File: config.mk
export PLATFORM = sky130hd
export DESIGN_NAME = serial_port_status_flags
export DESIGN_NICKNAME = d
export VERILOG_FILES = /design/src/hdl/port_status_pkg.sv /design/src/hdl/serial_port_status_flags.sv
export VERILOG_INCLUDE_DIRS = /design/src /design/src/hdl
export SDC_FILE = /design/constraint.sdc
export NUM_CORES = 2
export LEC_CHECK = 0
export ABC_AREA = 1
export BUFFER_PORTS_ARGS = -buffer_cell sky130_fd_sc_hd__buf_2
export CORE_MARGIN = 2
export CORE_UTILIZATION = 62
export CTS_CLUSTER_SIZE = 25
export DETAILED_ROUTE_END_ITERATION = 7
export GPL_TIMING_DRIVEN = 0
export PLACE_DENSITY = 0.79
export SYNTH_ARGS = -nofsm -noshare
export SYNTH_HDL_FRONTEND = slang
export SYNTH_SLANG_ARGS = --single-unit
File: constraint.sdc
create_clock -name clk_sys -period 3.9 [get_ports clk_sys]
set_input_delay 0.39 -clock clk_sys [delete_from_list [all_inputs] [get_ports clk_sys]]
set_output_delay 0.39 -clock clk_sys [all_outputs]
set_load 0.01 [all_outputs]
File: src/hdl/port_status_regs.svh
`ifndef PORT_STATUS_REGS_SVH
`define PORT_STATUS_REGS_SVH

// Register byte offsets on the APB side
`define OFS_STATUS 8'h00
`define OFS_IRQ_EN 8'h04
`define OFS_CONTROL 8'h08
`define OFS_FIFO_CTRL 8'h0c
`define OFS_SLOT 8'h10
`define OFS_TX_DATA 8'h14
`define OFS_RX_DATA 8'h18
`define OFS_TX_CTRL 8'h1c
`define OFS_RX_CTRL 8'h20

// Status and irq enable bit positions
`define BIT_TX_ROUTE 15
`define BIT_TX_CTRL_READY 14
`define BIT_TX_FIFO_EMPTY 13
`define BIT_TX_REQ 12
`define BIT_RX_ROUTE 11
`define BIT_RX_CTRL_READY 10
`define BIT_RX_FIFO_FULL 9
`define BIT_RX_REQ 8
`define BIT_SLOT_ERR 5
`define BIT_FSYNC_ERR 4
`define BIT_TX_OVF 3
`define BIT_TX_UDF 2
`define BIT_RX_UDF 1
`define BIT_RX_OVF 0
`define ERR_MASK 16'h003f
`define STATUS_MASK 16'h773f
`define IRQ_EN_MASK 16'hff3f

// Control register bits
`define BIT_TX_EN 9
`define BIT_RX_EN 8
`define BIT_TX_RST 1
`define BIT_RX_RST 0

// FIFO control fields
`define POS_TX_WM 13
`define POS_TX_SPACE 8
`define POS_RX_WM 5
`define POS_RX_COUNT 0

// Slot assignment fields
`define POS_TX_SLOT 0
`define POS_RX_SLOT 4
`define POS_CTRL_SLOT 8
`define BIT_CTRL_EN 12

// FIFO depth and frame geometry
`define FIFO_DEPTH 5'd16
`define SLOT_LAST_BIT 4'hf
`define FRAME_LAST_BIT 6'h3f

// Reset values
`define RST_STATUS 16'h0000
`define RST_IRQ_EN 16'h0000
`define RST_WM 3'h0

`endif

File: src/hdl/port_status_pkg.sv
`default_nettype none
package port_status_pkg;

  typedef enum logic [1:0] {
    LINK_IDLE = 2'b01,
    LINK_FRAME = 2'b10
  } linkState_t;

  typedef logic [15:0][15:0] fifoMem_t;

  typedef struct packed {
    logic sck1;
    logic sck2;
    logic sckPrev;
    logic fs1;
    logic fs2;
    logic fsPrev;
    logic din1;
    logic din2;
    linkState_t linkState;
    logic [5:0] bitCnt;
    logic txActive;
    logic [15:0] txShift;
    logic [15:0] txLast;
    logic [15:0] rxShift;
    fifoMem_t txMem;
    logic [3:0] txWr;
    logic [3:0] txRd;
    logic [4:0] txCnt;
    fifoMem_t rxMem;
    logic [3:0] rxWr;
    logic [3:0] rxRd;
    logic [4:0] rxCnt;
    logic [31:0] txCtrlData;
    logic [31:0] rxCtrlData;
    logic [15:0] status;
    logic [15:0] irqEn;
    logic txEn;
    logic rxEn;
    logic [2:0] txWm;
    logic [2:0] rxWm;
    logic [1:0] txSlot;
    logic [1:0] rxSlot;
    logic [1:0] ctrlSlot;
    logic ctrlEn;
    logic [31:0] prdata;
    logic pready;
    logic pslverr;
    logic irq;
    logic txDmaReq;
    logic rxDmaReq;
    logic sdo;
  } state_t;

endpackage
`default_nettype wire

File: src/hdl/serial_port_status_flags.sv
// Functional notes
// - Sixteen-bit status; each flag raises the interrupt when its enable bit is set.
// - Transmit control ready reads one when writable; writing that register clears it.
// - Transmit empty reads one while FIFO empty; a transmit data write clears it.
// - Transmit request is one while free space reaches the transmit watermark.
// - Each DMA access clears transmit request; it returns when the condition holds.
// - Receive control ready set on capture, cleared by read; new data overwrites.
// - Receive full reads one while FIFO full; reading receive data clears it.
// - Receive request is one while stored words reach the receive watermark.
// - Each DMA access clears receive request; it returns when the condition holds.
// - Overlapping slot assignments set slot error; no shifting or capture meanwhile.
// - A slot error leaves transmit and receive enable bits untouched.
// - Early frame sync sets frame sync error; completed slots still transfer.
// - Error bits five to zero are sticky, cleared by writing one.
// - Writing transmit data into a full FIFO sets overflow and drops the write.
// - Loading the shifter from an empty FIFO sets underflow; previous word resent.
// - Reading receive data from an empty FIFO sets receive underflow.
// - Received word arriving at a full FIFO sets overflow and is dropped.
// - Reserved status bits fifteen, eleven, seven and six read zero.
// - Transmit-side flags act only while transmit enable is one.
// - Receive-side flags act only while receive enable is one.
// - Transmit reset clears control ready, empty, request and the write pointer.
// - Receive reset clears control ready, full, request and the read pointer.
// - Route select sends each transfer request to the interrupt or to DMA.
`default_nettype none
`include "port_status_regs.svh"

module serial_port_status_flags
  import port_status_pkg::*;
(
  input wire logic clk_sys, // System clock, 40 MHz
  input wire logic rst_n, // Synchronous reset
  input wire logic [7:0] paddr, // APB address
  input wire logic psel, // APB select
  input wire logic penable, // APB enable
  input wire logic pwrite, // APB direction
  input wire logic [31:0] pwdata, // APB write data
  output logic [31:0] prdata, // APB read data
  output logic pready, // APB ready
  output logic pslverr, // APB error on unmapped address
  input wire logic serialClockIn, // Link bit clock from codec
  input wire logic frameSyncIn, // Link frame sync from codec
  input wire logic serialDataIn, // Link receive data
  output logic serialDataOut, // Link transmit data
  input wire logic txDmaAck, // One DMA access to transmit data done
  input wire logic rxDmaAck, // One DMA access to receive data done
  output logic txDmaReq, // Transmit request routed to DMA
  output logic rxDmaReq, // Receive request routed to DMA
  output logic irq // Interrupt to CPU
);

  state_t q;
  state_t d;
  logic sckRise;
  logic sckFall;
  logic fsRise;
  logic acc;
  logic wrAcc;
  logic rdAcc;
  logic mapped;
  logic [31:0] rdata;
  logic [5:0] setErr;
  logic txPush;
  logic txPop;
  logic rxPush;
  logic rxPop;
  logic transmit_reset;
  logic receive_reset;
  logic txCtrlWr;
  logic rxCtrlRd;
  logic halted;
  logic [1:0] slot;
  logic [15:0] word;
  logic [15:0] rxWord;
  logic [4:0] txSpace;
  logic [15:0] irqSrc;

  function automatic logic txWmHit(input logic [2:0] wm, input logic [4:0] space);
    case (wm)
      3'h4: txWmHit = space >= 5'd12;
      3'h5: txWmHit = space >= 5'd8;
      3'h6: txWmHit = space >= 5'd4;
      3'h7: txWmHit = space >= 5'd1;
      default: txWmHit = space >= 5'd16;
    endcase
  endfunction

  function automatic logic rxWmHit(input logic [2:0] wm, input logic [4:0] cnt);
    case (wm)
      3'h4: rxWmHit = cnt >= 5'd4;
      3'h5: rxWmHit = cnt >= 5'd8;
      3'h6: rxWmHit = cnt >= 5'd12;
      3'h7: rxWmHit = cnt >= 5'd16;
      default: rxWmHit = cnt >= 5'd1;
    endcase
  endfunction

  always_comb
  begin
    d = q;
    setErr = 6'h00;
    word = 16'h0000;
    rxWord = {q.rxShift[14:0], q.din2};
    slot = q.bitCnt[5:4];
    txPop = 1'b0;
    rxPush = 1'b0;
    // Two-stage synchronisers; only the second stage feeds logic
    d.sck1 = serialClockIn;
    d.sck2 = q.sck1;
    d.sckPrev = q.sck2;
    d.fs1 = frameSyncIn;
    d.fs2 = q.fs1;
    d.fsPrev = q.fs2;
    d.din1 = serialDataIn;
    d.din2 = q.din1;
    sckRise = q.sck2 & ~q.sckPrev;
    sckFall = ~q.sck2 & q.sckPrev;
    fsRise = q.fs2 & ~q.fsPrev;

    // Read mux; reserved bits come back as zero
    mapped = 1'b1;
    case (paddr)
      `OFS_STATUS: rdata = {16'h0000, q.status & `STATUS_MASK};
      `OFS_IRQ_EN: rdata = {16'h0000, q.irqEn};
      `OFS_CONTROL: rdata = {22'h000000, q.txEn, q.rxEn, 8'h00};
      `OFS_FIFO_CTRL: rdata = {16'h0000, q.txWm, `FIFO_DEPTH - q.txCnt, q.rxWm, q.rxCnt};
      `OFS_SLOT: rdata = {19'h00000, q.ctrlEn, 2'h0, q.ctrlSlot, 2'h0, q.rxSlot, 2'h0, q.txSlot};
      `OFS_TX_DATA: rdata = 32'h00000000;
      `OFS_RX_DATA: rdata = {16'h0000, q.rxMem[q.rxRd]};
      `OFS_TX_CTRL: rdata = q.txCtrlData;
      `OFS_RX_CTRL: rdata = q.rxCtrlData;
      default:
      begin
        rdata = 32'h00000000;
        mapped = 1'b0;
      end
    endcase

    // Answer in the first access cycle; effects take place at that edge
    d.pready = psel & ~penable;
    d.pslverr = psel & ~penable & ~mapped;
    if (psel && !penable)
    begin
      d.prdata = rdata;
    end
    acc = psel & penable & q.pready & ~q.pslverr;
    wrAcc = acc & pwrite;
    rdAcc = acc & ~pwrite;
    txPush = wrAcc && paddr == `OFS_TX_DATA;
    rxPop = rdAcc && paddr == `OFS_RX_DATA;
    txCtrlWr = wrAcc && paddr == `OFS_TX_CTRL;
    rxCtrlRd = rdAcc && paddr == `OFS_RX_CTRL;
    transmit_reset = wrAcc && paddr == `OFS_CONTROL && pwdata[`BIT_TX_RST];
    receive_reset = wrAcc && paddr == `OFS_CONTROL && pwdata[`BIT_RX_RST];

    if (wrAcc)
    begin
      case (paddr)
        `OFS_IRQ_EN: d.irqEn = pwdata[15:0] & `IRQ_EN_MASK;
        `OFS_CONTROL:
        begin
          d.txEn = pwdata[`BIT_TX_EN];
          d.rxEn = pwdata[`BIT_RX_EN];
        end
        `OFS_FIFO_CTRL:
        begin
          d.txWm = pwdata[`POS_TX_WM +: 3];
          d.rxWm = pwdata[`POS_RX_WM +: 3];
        end
        `OFS_SLOT:
        begin
          d.txSlot = pwdata[`POS_TX_SLOT +: 2];
          d.rxSlot = pwdata[`POS_RX_SLOT +: 2];
          d.ctrlSlot = pwdata[`POS_CTRL_SLOT +: 2];
          d.ctrlEn = pwdata[`BIT_CTRL_EN];
        end
        `OFS_TX_CTRL: d.txCtrlData = pwdata;
        `OFS_RX_CTRL: d.rxCtrlData = pwdata;
        default: d.irqEn = q.irqEn;
      endcase
    end

    // Transmit FIFO write side; a full FIFO discards the word
    if (txPush)
    begin
      if (q.txCnt == `FIFO_DEPTH)
      begin
        setErr[`BIT_TX_OVF] = q.txEn;
        txPush = 1'b0;
      end
      else
      begin
        d.txMem[q.txWr] = pwdata[15:0];
        d.txWr = q.txWr + 4'h1;
      end
    end
    if (rxPop)
    begin
      if (q.rxCnt == 5'd0)
      begin
        setErr[`BIT_RX_UDF] = q.rxEn;
        rxPop = 1'b0;
      end
      else
      begin
        d.rxRd = q.rxRd + 4'h1;
      end
    end

    // Overlap check runs continuously; a sticky error stops the shifter
    if (q.ctrlEn && ((q.txEn && q.txSlot == q.ctrlSlot) || (q.rxEn && q.rxSlot == q.ctrlSlot)))
    begin
      setErr[`BIT_SLOT_ERR] = 1'b1;
    end
    halted = q.status[`BIT_SLOT_ERR];
    if (rxCtrlRd)
    begin
      d.status[`BIT_RX_CTRL_READY] = 1'b0;
    end

    case (q.linkState)
      LINK_IDLE:
      begin
        d.sdo = 1'b1;
        if (fsRise)
        begin
          d.linkState = LINK_FRAME;
          d.bitCnt = 6'h00;
        end
      end
      LINK_FRAME:
      begin
        if (fsRise)
        begin
          // Slots already finished stay delivered; the frame restarts
          setErr[`BIT_FSYNC_ERR] = q.txEn | q.rxEn;
          d.bitCnt = 6'h00;
          d.txActive = 1'b0;
          d.sdo = 1'b1;
        end
        else
        begin
          if (sckFall && !halted)
          begin
            if (q.bitCnt[3:0] == 4'h0)
            begin
              d.txActive = 1'b0;
              d.sdo = 1'b1;
              if (q.txEn && slot == q.txSlot)
              begin
                if (q.txCnt == 5'd0)
                begin
                  setErr[`BIT_TX_UDF] = 1'b1;
                  word = q.txLast;
                end
                else
                begin
                  word = q.txMem[q.txRd];
                  txPop = 1'b1;
                  d.txRd = q.txRd + 4'h1;
                end
                d.txLast = word;
                d.txActive = 1'b1;
              end
              else if (q.txEn && q.ctrlEn && slot == q.ctrlSlot)
              begin
                word = q.bitCnt[5] ? q.txCtrlData[15:0] : q.txCtrlData[31:16];
                d.status[`BIT_TX_CTRL_READY] = 1'b1;
                d.txActive = 1'b1;
              end
              if (d.txActive)
              begin
                d.sdo = word[15];
                d.txShift = {word[14:0], 1'b0};
              end
            end
            else if (q.txActive)
            begin
              d.sdo = q.txShift[15];
              d.txShift = {q.txShift[14:0], 1'b0};
            end
          end
          if (sckRise)
          begin
            if (!halted)
            begin
              d.rxShift = rxWord;
              if (q.bitCnt[3:0] == `SLOT_LAST_BIT && q.rxEn)
              begin
                if (slot == q.rxSlot)
                begin
                  if (q.rxCnt == `FIFO_DEPTH)
                  begin
                    setErr[`BIT_RX_OVF] = 1'b1;
                  end
                  else
                  begin
                    rxPush = 1'b1;
                    d.rxMem[q.rxWr] = rxWord;
                    d.rxWr = q.rxWr + 4'h1;
                  end
                end
                else if (q.ctrlEn && slot == q.ctrlSlot)
                begin
                  // Unread control data is simply overwritten
                  d.rxCtrlData = {rxWord, q.rxCtrlData[31:16]};
                  d.status[`BIT_RX_CTRL_READY] = 1'b1;
                end
              end
            end
            d.bitCnt = q.bitCnt + 6'h01;
            if (q.bitCnt == `FRAME_LAST_BIT)
            begin
              d.linkState = LINK_IDLE;
            end
          end
        end
      end
      default: d.linkState = LINK_IDLE;
    endcase
    if (!q.txEn || halted)
    begin
      d.sdo = 1'b1;
    end

    d.txCnt = q.txCnt + {4'h0, txPush} - {4'h0, txPop};
    d.rxCnt = q.rxCnt + {4'h0, rxPush} - {4'h0, rxPop};
    txSpace = `FIFO_DEPTH - d.txCnt;

    if (txCtrlWr)
    begin
      d.status[`BIT_TX_CTRL_READY] = 1'b0;
    end
    d.status[`BIT_TX_FIFO_EMPTY] = q.txEn && d.txCnt == 5'd0 && !txPush;
    d.status[`BIT_TX_REQ] = q.txEn && txWmHit(q.txWm, txSpace) && !txDmaAck;
    d.status[`BIT_RX_FIFO_FULL] = q.rxEn && d.rxCnt == `FIFO_DEPTH && !rxPop;
    d.status[`BIT_RX_REQ] = q.rxEn && rxWmHit(q.rxWm, d.rxCnt) && !rxDmaAck;

    // Write-one clears; a same-cycle hardware event still lands
    if (wrAcc && paddr == `OFS_STATUS)
    begin
      d.status[5:0] = q.status[5:0] & ~pwdata[5:0];
    end
    d.status[5:0] = d.status[5:0] | setErr;

    if (transmit_reset)
    begin
      d.status[`BIT_TX_CTRL_READY] = 1'b0;
      d.status[`BIT_TX_FIFO_EMPTY] = 1'b0;
      d.status[`BIT_TX_REQ] = 1'b0;
      d.txWr = 4'h0;
      d.txRd = 4'h0;
      d.txCnt = 5'd0;
      d.txEn = 1'b0;
      d.txActive = 1'b0;
      d.sdo = 1'b1;
    end
    if (receive_reset)
    begin
      d.status[`BIT_RX_CTRL_READY] = 1'b0;
      d.status[`BIT_RX_FIFO_FULL] = 1'b0;
      d.status[`BIT_RX_REQ] = 1'b0;
      d.rxRd = 4'h0;
      d.rxWr = 4'h0;
      d.rxCnt = 5'd0;
      d.rxEn = 1'b0;
    end
    d.status = d.status & `STATUS_MASK;

    // Requests routed to DMA are kept off the CPU interrupt
    irqSrc = d.status & d.irqEn;
    irqSrc[`BIT_TX_REQ] = irqSrc[`BIT_TX_REQ] & ~d.irqEn[`BIT_TX_ROUTE];
    irqSrc[`BIT_RX_REQ] = irqSrc[`BIT_RX_REQ] & ~d.irqEn[`BIT_RX_ROUTE];
    d.irq = |(irqSrc & `STATUS_MASK);
    d.txDmaReq = d.irqEn[`BIT_TX_ROUTE] & d.irqEn[`BIT_TX_REQ] & d.status[`BIT_TX_REQ];
    d.rxDmaReq = d.irqEn[`BIT_RX_ROUTE] & d.irqEn[`BIT_RX_REQ] & d.status[`BIT_RX_REQ];
  end

  always_ff @(posedge clk_sys)
  begin
    if (!rst_n)
    begin
      q <= '0;
      q.linkState <= LINK_IDLE;
      q.status <= `RST_STATUS;
      q.irqEn <= `RST_IRQ_EN;
      q.txWm <= `RST_WM;
      q.rxWm <= `RST_WM;
      q.sdo <= 1'b1;
    end
    else
    begin
      q <= d;
    end
  end

  assign prdata = q.prdata;
  assign pready = q.pready;
  assign pslverr = q.pslverr;
  assign serialDataOut = q.sdo;
  assign txDmaReq = q.txDmaReq;
  assign rxDmaReq = q.rxDmaReq;
  assign irq = q.irq;

endmodule
`default_nettype wire

==> flow_metrics.env <==
export IMPL_synth_edf_count=0
export IMPL_crit_path_top_delay_cell="fa_2"
export IMPL_route_vias_total=35600
export IMPL_clk_latency_ns=0.65
export IMPL_async_flop_share_pct=0
export IMPL_die_w_um=233
export IMPL_setup_viol=0
export IMPL_cp_common_cell="nand2_1"
export IMPL_grt_usage_pct=49.0
export IMPL_status="finished, violations left"
export IMPL_cp_max_fo=8
export IMPL_critPathLaunchType="flip-flop"
export IMPL_syn_to_final_growth_pct=13.3
export IMPL_die_area_mm2=0.0543
export IMPL_syn_num_nets=4516
export IMPL_ctsRootBufferMaster="clkbuf_16"
export IMPL_finalWirelength_mm=137
export IMPL_period_needed_ns=3.82
export IMPL_cts_tree="built"
export IMPL_fp_dieH_um=233
export IMPL_fmax_mhz=261
export IMPL_worstSetupPathType="flip-flop to flip-flop"
export IMPL_fin_nets=4703
export IMPL_synth_avg_cell_area_um2=7.34
export IMPL_ys_seq_elements=744
export IMPL_cts_inserted_buffers=78
export IMPL_grt_max_degree=15
export IMPL_clk_pin_slew_ns=0.06
export IMPL_viasPerCell=6.65
export IMPL_violations="design-rule violations"
export IMPL_worstPathRequired_ns=4.47
export IMPL_synth_top_family_by_area="compound AO/OA/AOI/OAI gates"
export IMPL_worstPathArrival_ns=4.39
export IMPL_grt_pass1_vias=32600
export IMPL_ant_nets=0
export IMPL_finalCritPeriodShare_pct=98.1
export IMPL_n_fill_cell=4398
export IMPL_drc=4
export IMPL_synth_fa_ha_area_share_pct=1.43
export IMPL_hp_class="primary input to flip-flop"
export IMPL_final_common_cell="o21ai_0"
export IMPL_crit_path_end_kind="flip-flop"
export IMPL_fin_skew_ns=0.0276
export IMPL_worst_slew_pin_slew_ns=1.46
export IMPL_start_util_pct=63.0
export IMPL_p_leak_nw=14.5
export IMPL_critical_path_n_buffers_inverters=5
export IMPL_fin_tns_setup_ns=0
export IMPL_grt_pass1_wl_mm=199
export IMPL_ys_warn_count=0
export IMPL_powerDensity_mw_per_mm2=441
export IMPL_cts_buffer_depth=3
export IMPL_ios=88
export IMPL_fin_util_pct=71.4
export IMPL_avgRoutedWirePerCell_um=25.6
export IMPL_num_rows=83
export IMPL_synthXorXnorAreaFrac_pct=0.296
export IMPL_yosys_most_used_dff="dfxtp_1"
export IMPL_synth_mux_area_share_pct=0.216
export IMPL_io_buffers=86
export IMPL_cts_sinks=744
export IMPL_hpwl_mm=97.0
export IMPL_layout_common_cells="o21ai_0, dfxtp_1, nand2_1"
export IMPL_htreeDepth=3
export IMPL_synth_compound_area_share_pct=27.4
export IMPL_yosys_area_share_simple_pct=17.0
export IMPL_synth_cell_type_count=44
export IMPL_overflow=0
export IMPL_antenna_found_initial=4
export IMPL_ys_seq_area_share_pct=45.8
export IMPL_syn_area_mm2=0.0325
export IMPL_place_congestion=1.08
export IMPL_relSlewSlack_pct=2.19
export IMPL_hold_viol=0
export IMPL_slew_viol_final=0
export IMPL_crit_path_max_incr_delay_ns=0.63
export IMPL_drtIter0Drc=6111
export IMPL_firstDrtPassIters=8
export IMPL_synth_cells=4430
export IMPL_ir_drop_mv=0.401
export IMPL_crit_family="adder cells"
export IMPL_critical_path_cell_chain="nand3_2 -> nor2_4 -> clkinv_4 -> nor2_4 -> nand2_4 -> inv_6 -> ha_4 -> inv_1 -> ha_2 -> inv_2 -> fa_2 -> ha_1 -> nand3_1 -> a21oi_2 -> ha_2 -> nand2_1 -> nor3_2 -> nand2_1 -> nand2_1 -> inv_1 -> nand3_1 -> nor2_2 -> nor2_1"
export IMPL_layout_drive_gt1_share_pct=8.34
export IMPL_fp_coreArea_mm2=0.0516
export IMPL_cap_viol_max_count=0
## worst min-delay path: stages
cell and delay [ns]:
buf_2 0.08, o21ai_0 0.07, a21oi_1 0.11
## repair_timing
action / 4_1_cts / 5_1_grt
endpoints found under the setup margin: 8 / 6
endpoints found under the hold margin: 3 / 0
gates cloned: 0 / 1
hold buffers: 3 / 0
setup buffers: 8 / 10
pin swaps: 8 / 11
gates resized for setup: 19 / 39
## Yosys cell counts, drive strengths merged, types with 2 or more instances
master | count | share of area (%)
nand4 | 13 | 0.25
inv | 215 | 2.5
clkbuf | 300 | 3.5
nor3 | 12 | 0.23
mux2i | 7 | 0.22
dfxtp | 744 | 46
clkinv | 16 | 0.18
o22ai | 32 | 0.62
o221ai | 37 | 1.0
a21oi | 660 | 10
o211ai | 45 | 1.0
xnor2 | 4 | 0.11
a211oi | 69 | 1.6
nand3b | 4 | 0.092
nand3 | 268 | 4.1
o2111ai | 2 | 0.054
nor4 | 7 | 0.18
ha | 34 | 1.3
xor2 | 7 | 0.19
or2 | 2 | 0.038
nand2 | 669 | 7.7
nor2 | 360 | 4.4
a31oi | 4 | 0.077
fa | 2 | 0.12
o21a | 3 | 0.069
o21bai | 14 | 0.32
a221oi | 3 | 0.081
o21ai | 801 | 12
buf | 92 | 1.6
## logic make-up (layout without fill, tap and decap cells)
| kind of cell | after synthesis | after routing |
|---|---|---|
| compound gates | 1674 | 1674 |
| simple gates | 1335 | 1335 |
| flops | 744 | 744 |
| buf+inv | 623 | 870 |
| fa+ha+maj | 36 | 36 |
| xor+xnor | 11 | 11 |
| mux | 7 | 7 |
| other cells | 0 | 6 |
## power breakdown
| group | total [mW] | switching, mW | leakage [nW] | internal (mW) |
|---|---|---|---|---|
| Combinational | 0.743 | 0.551 | 7.19 | 0.193 |
| Sequential | 7.64 | 0.0160 | 5.99 | 7.62 |
| Clock | 7.88 | 3.25 | 1.32 | 4.63 |
| Total | 16.3 | 3.82 | 14.5 | 12.4 |
## sequential cells by signal, summed over array words and instances, names as in the netlist
signal,flops
irq,1
prdata,32
rxDmaReq,1
pslverr,1
pready,1
serialDataOut,1
halted,1
txDmaReq,1
d,5
q,700
## metal layers
metal	up-vias	track usage, %	wire length (µm)
met3	790	13.4	18600
met1	16400	60.9	48500
met5	-	0	0
li1	15500	-	-
met4	0	36.8	12500
met2	2984	72.6	57400
## path summary, 6_finish.rpt
path              startpoint      to  slack [ns]  cells after the start
hold / removal    pwdata[26]  q[143]        0.06                      3
hold reg to reg       d[747]  d[746]        0.41                      2
setup reg to reg       q[52]     irq        0.08                     23
setup / recovery       q[52]     irq        0.08                     23
## area by class of cell
type / instances / area (µm²) / area share, %
multi-input cells: 3063 / 15300 / 41.4
flip-flops and latches: 744 / 14900 / 40.5
clock buffers: 114 / 2340 / 6.36
plain buffers: 391 / 1660 / 4.50
inverters: 231 / 880 / 2.39
well taps: 680 / 851 / 2.31
repair buffers: 108 / 601 / 1.63
clock inverters: 26 / 329 / 0.893
diodes: 6 / 15.0 / 0.0408
## through the flow
stage               setup WS (ns)  total power [mW]  cells  area, µm²  hold WS (ns)
global placement           -0.817              8.46   5196      33800         0.398
finish                     0.0754              16.3   5363      36800        0.0576
global route              -0.0580              16.4   5360      36800        0.0835
CTS                       0.00124              16.1   5347      36600        0.0542
floorplan                   0.272              8.18   4430      32500         0.390
detailed placement         -0.856              8.47   5196      33800         0.399
(Power assumes the default switching activity.)
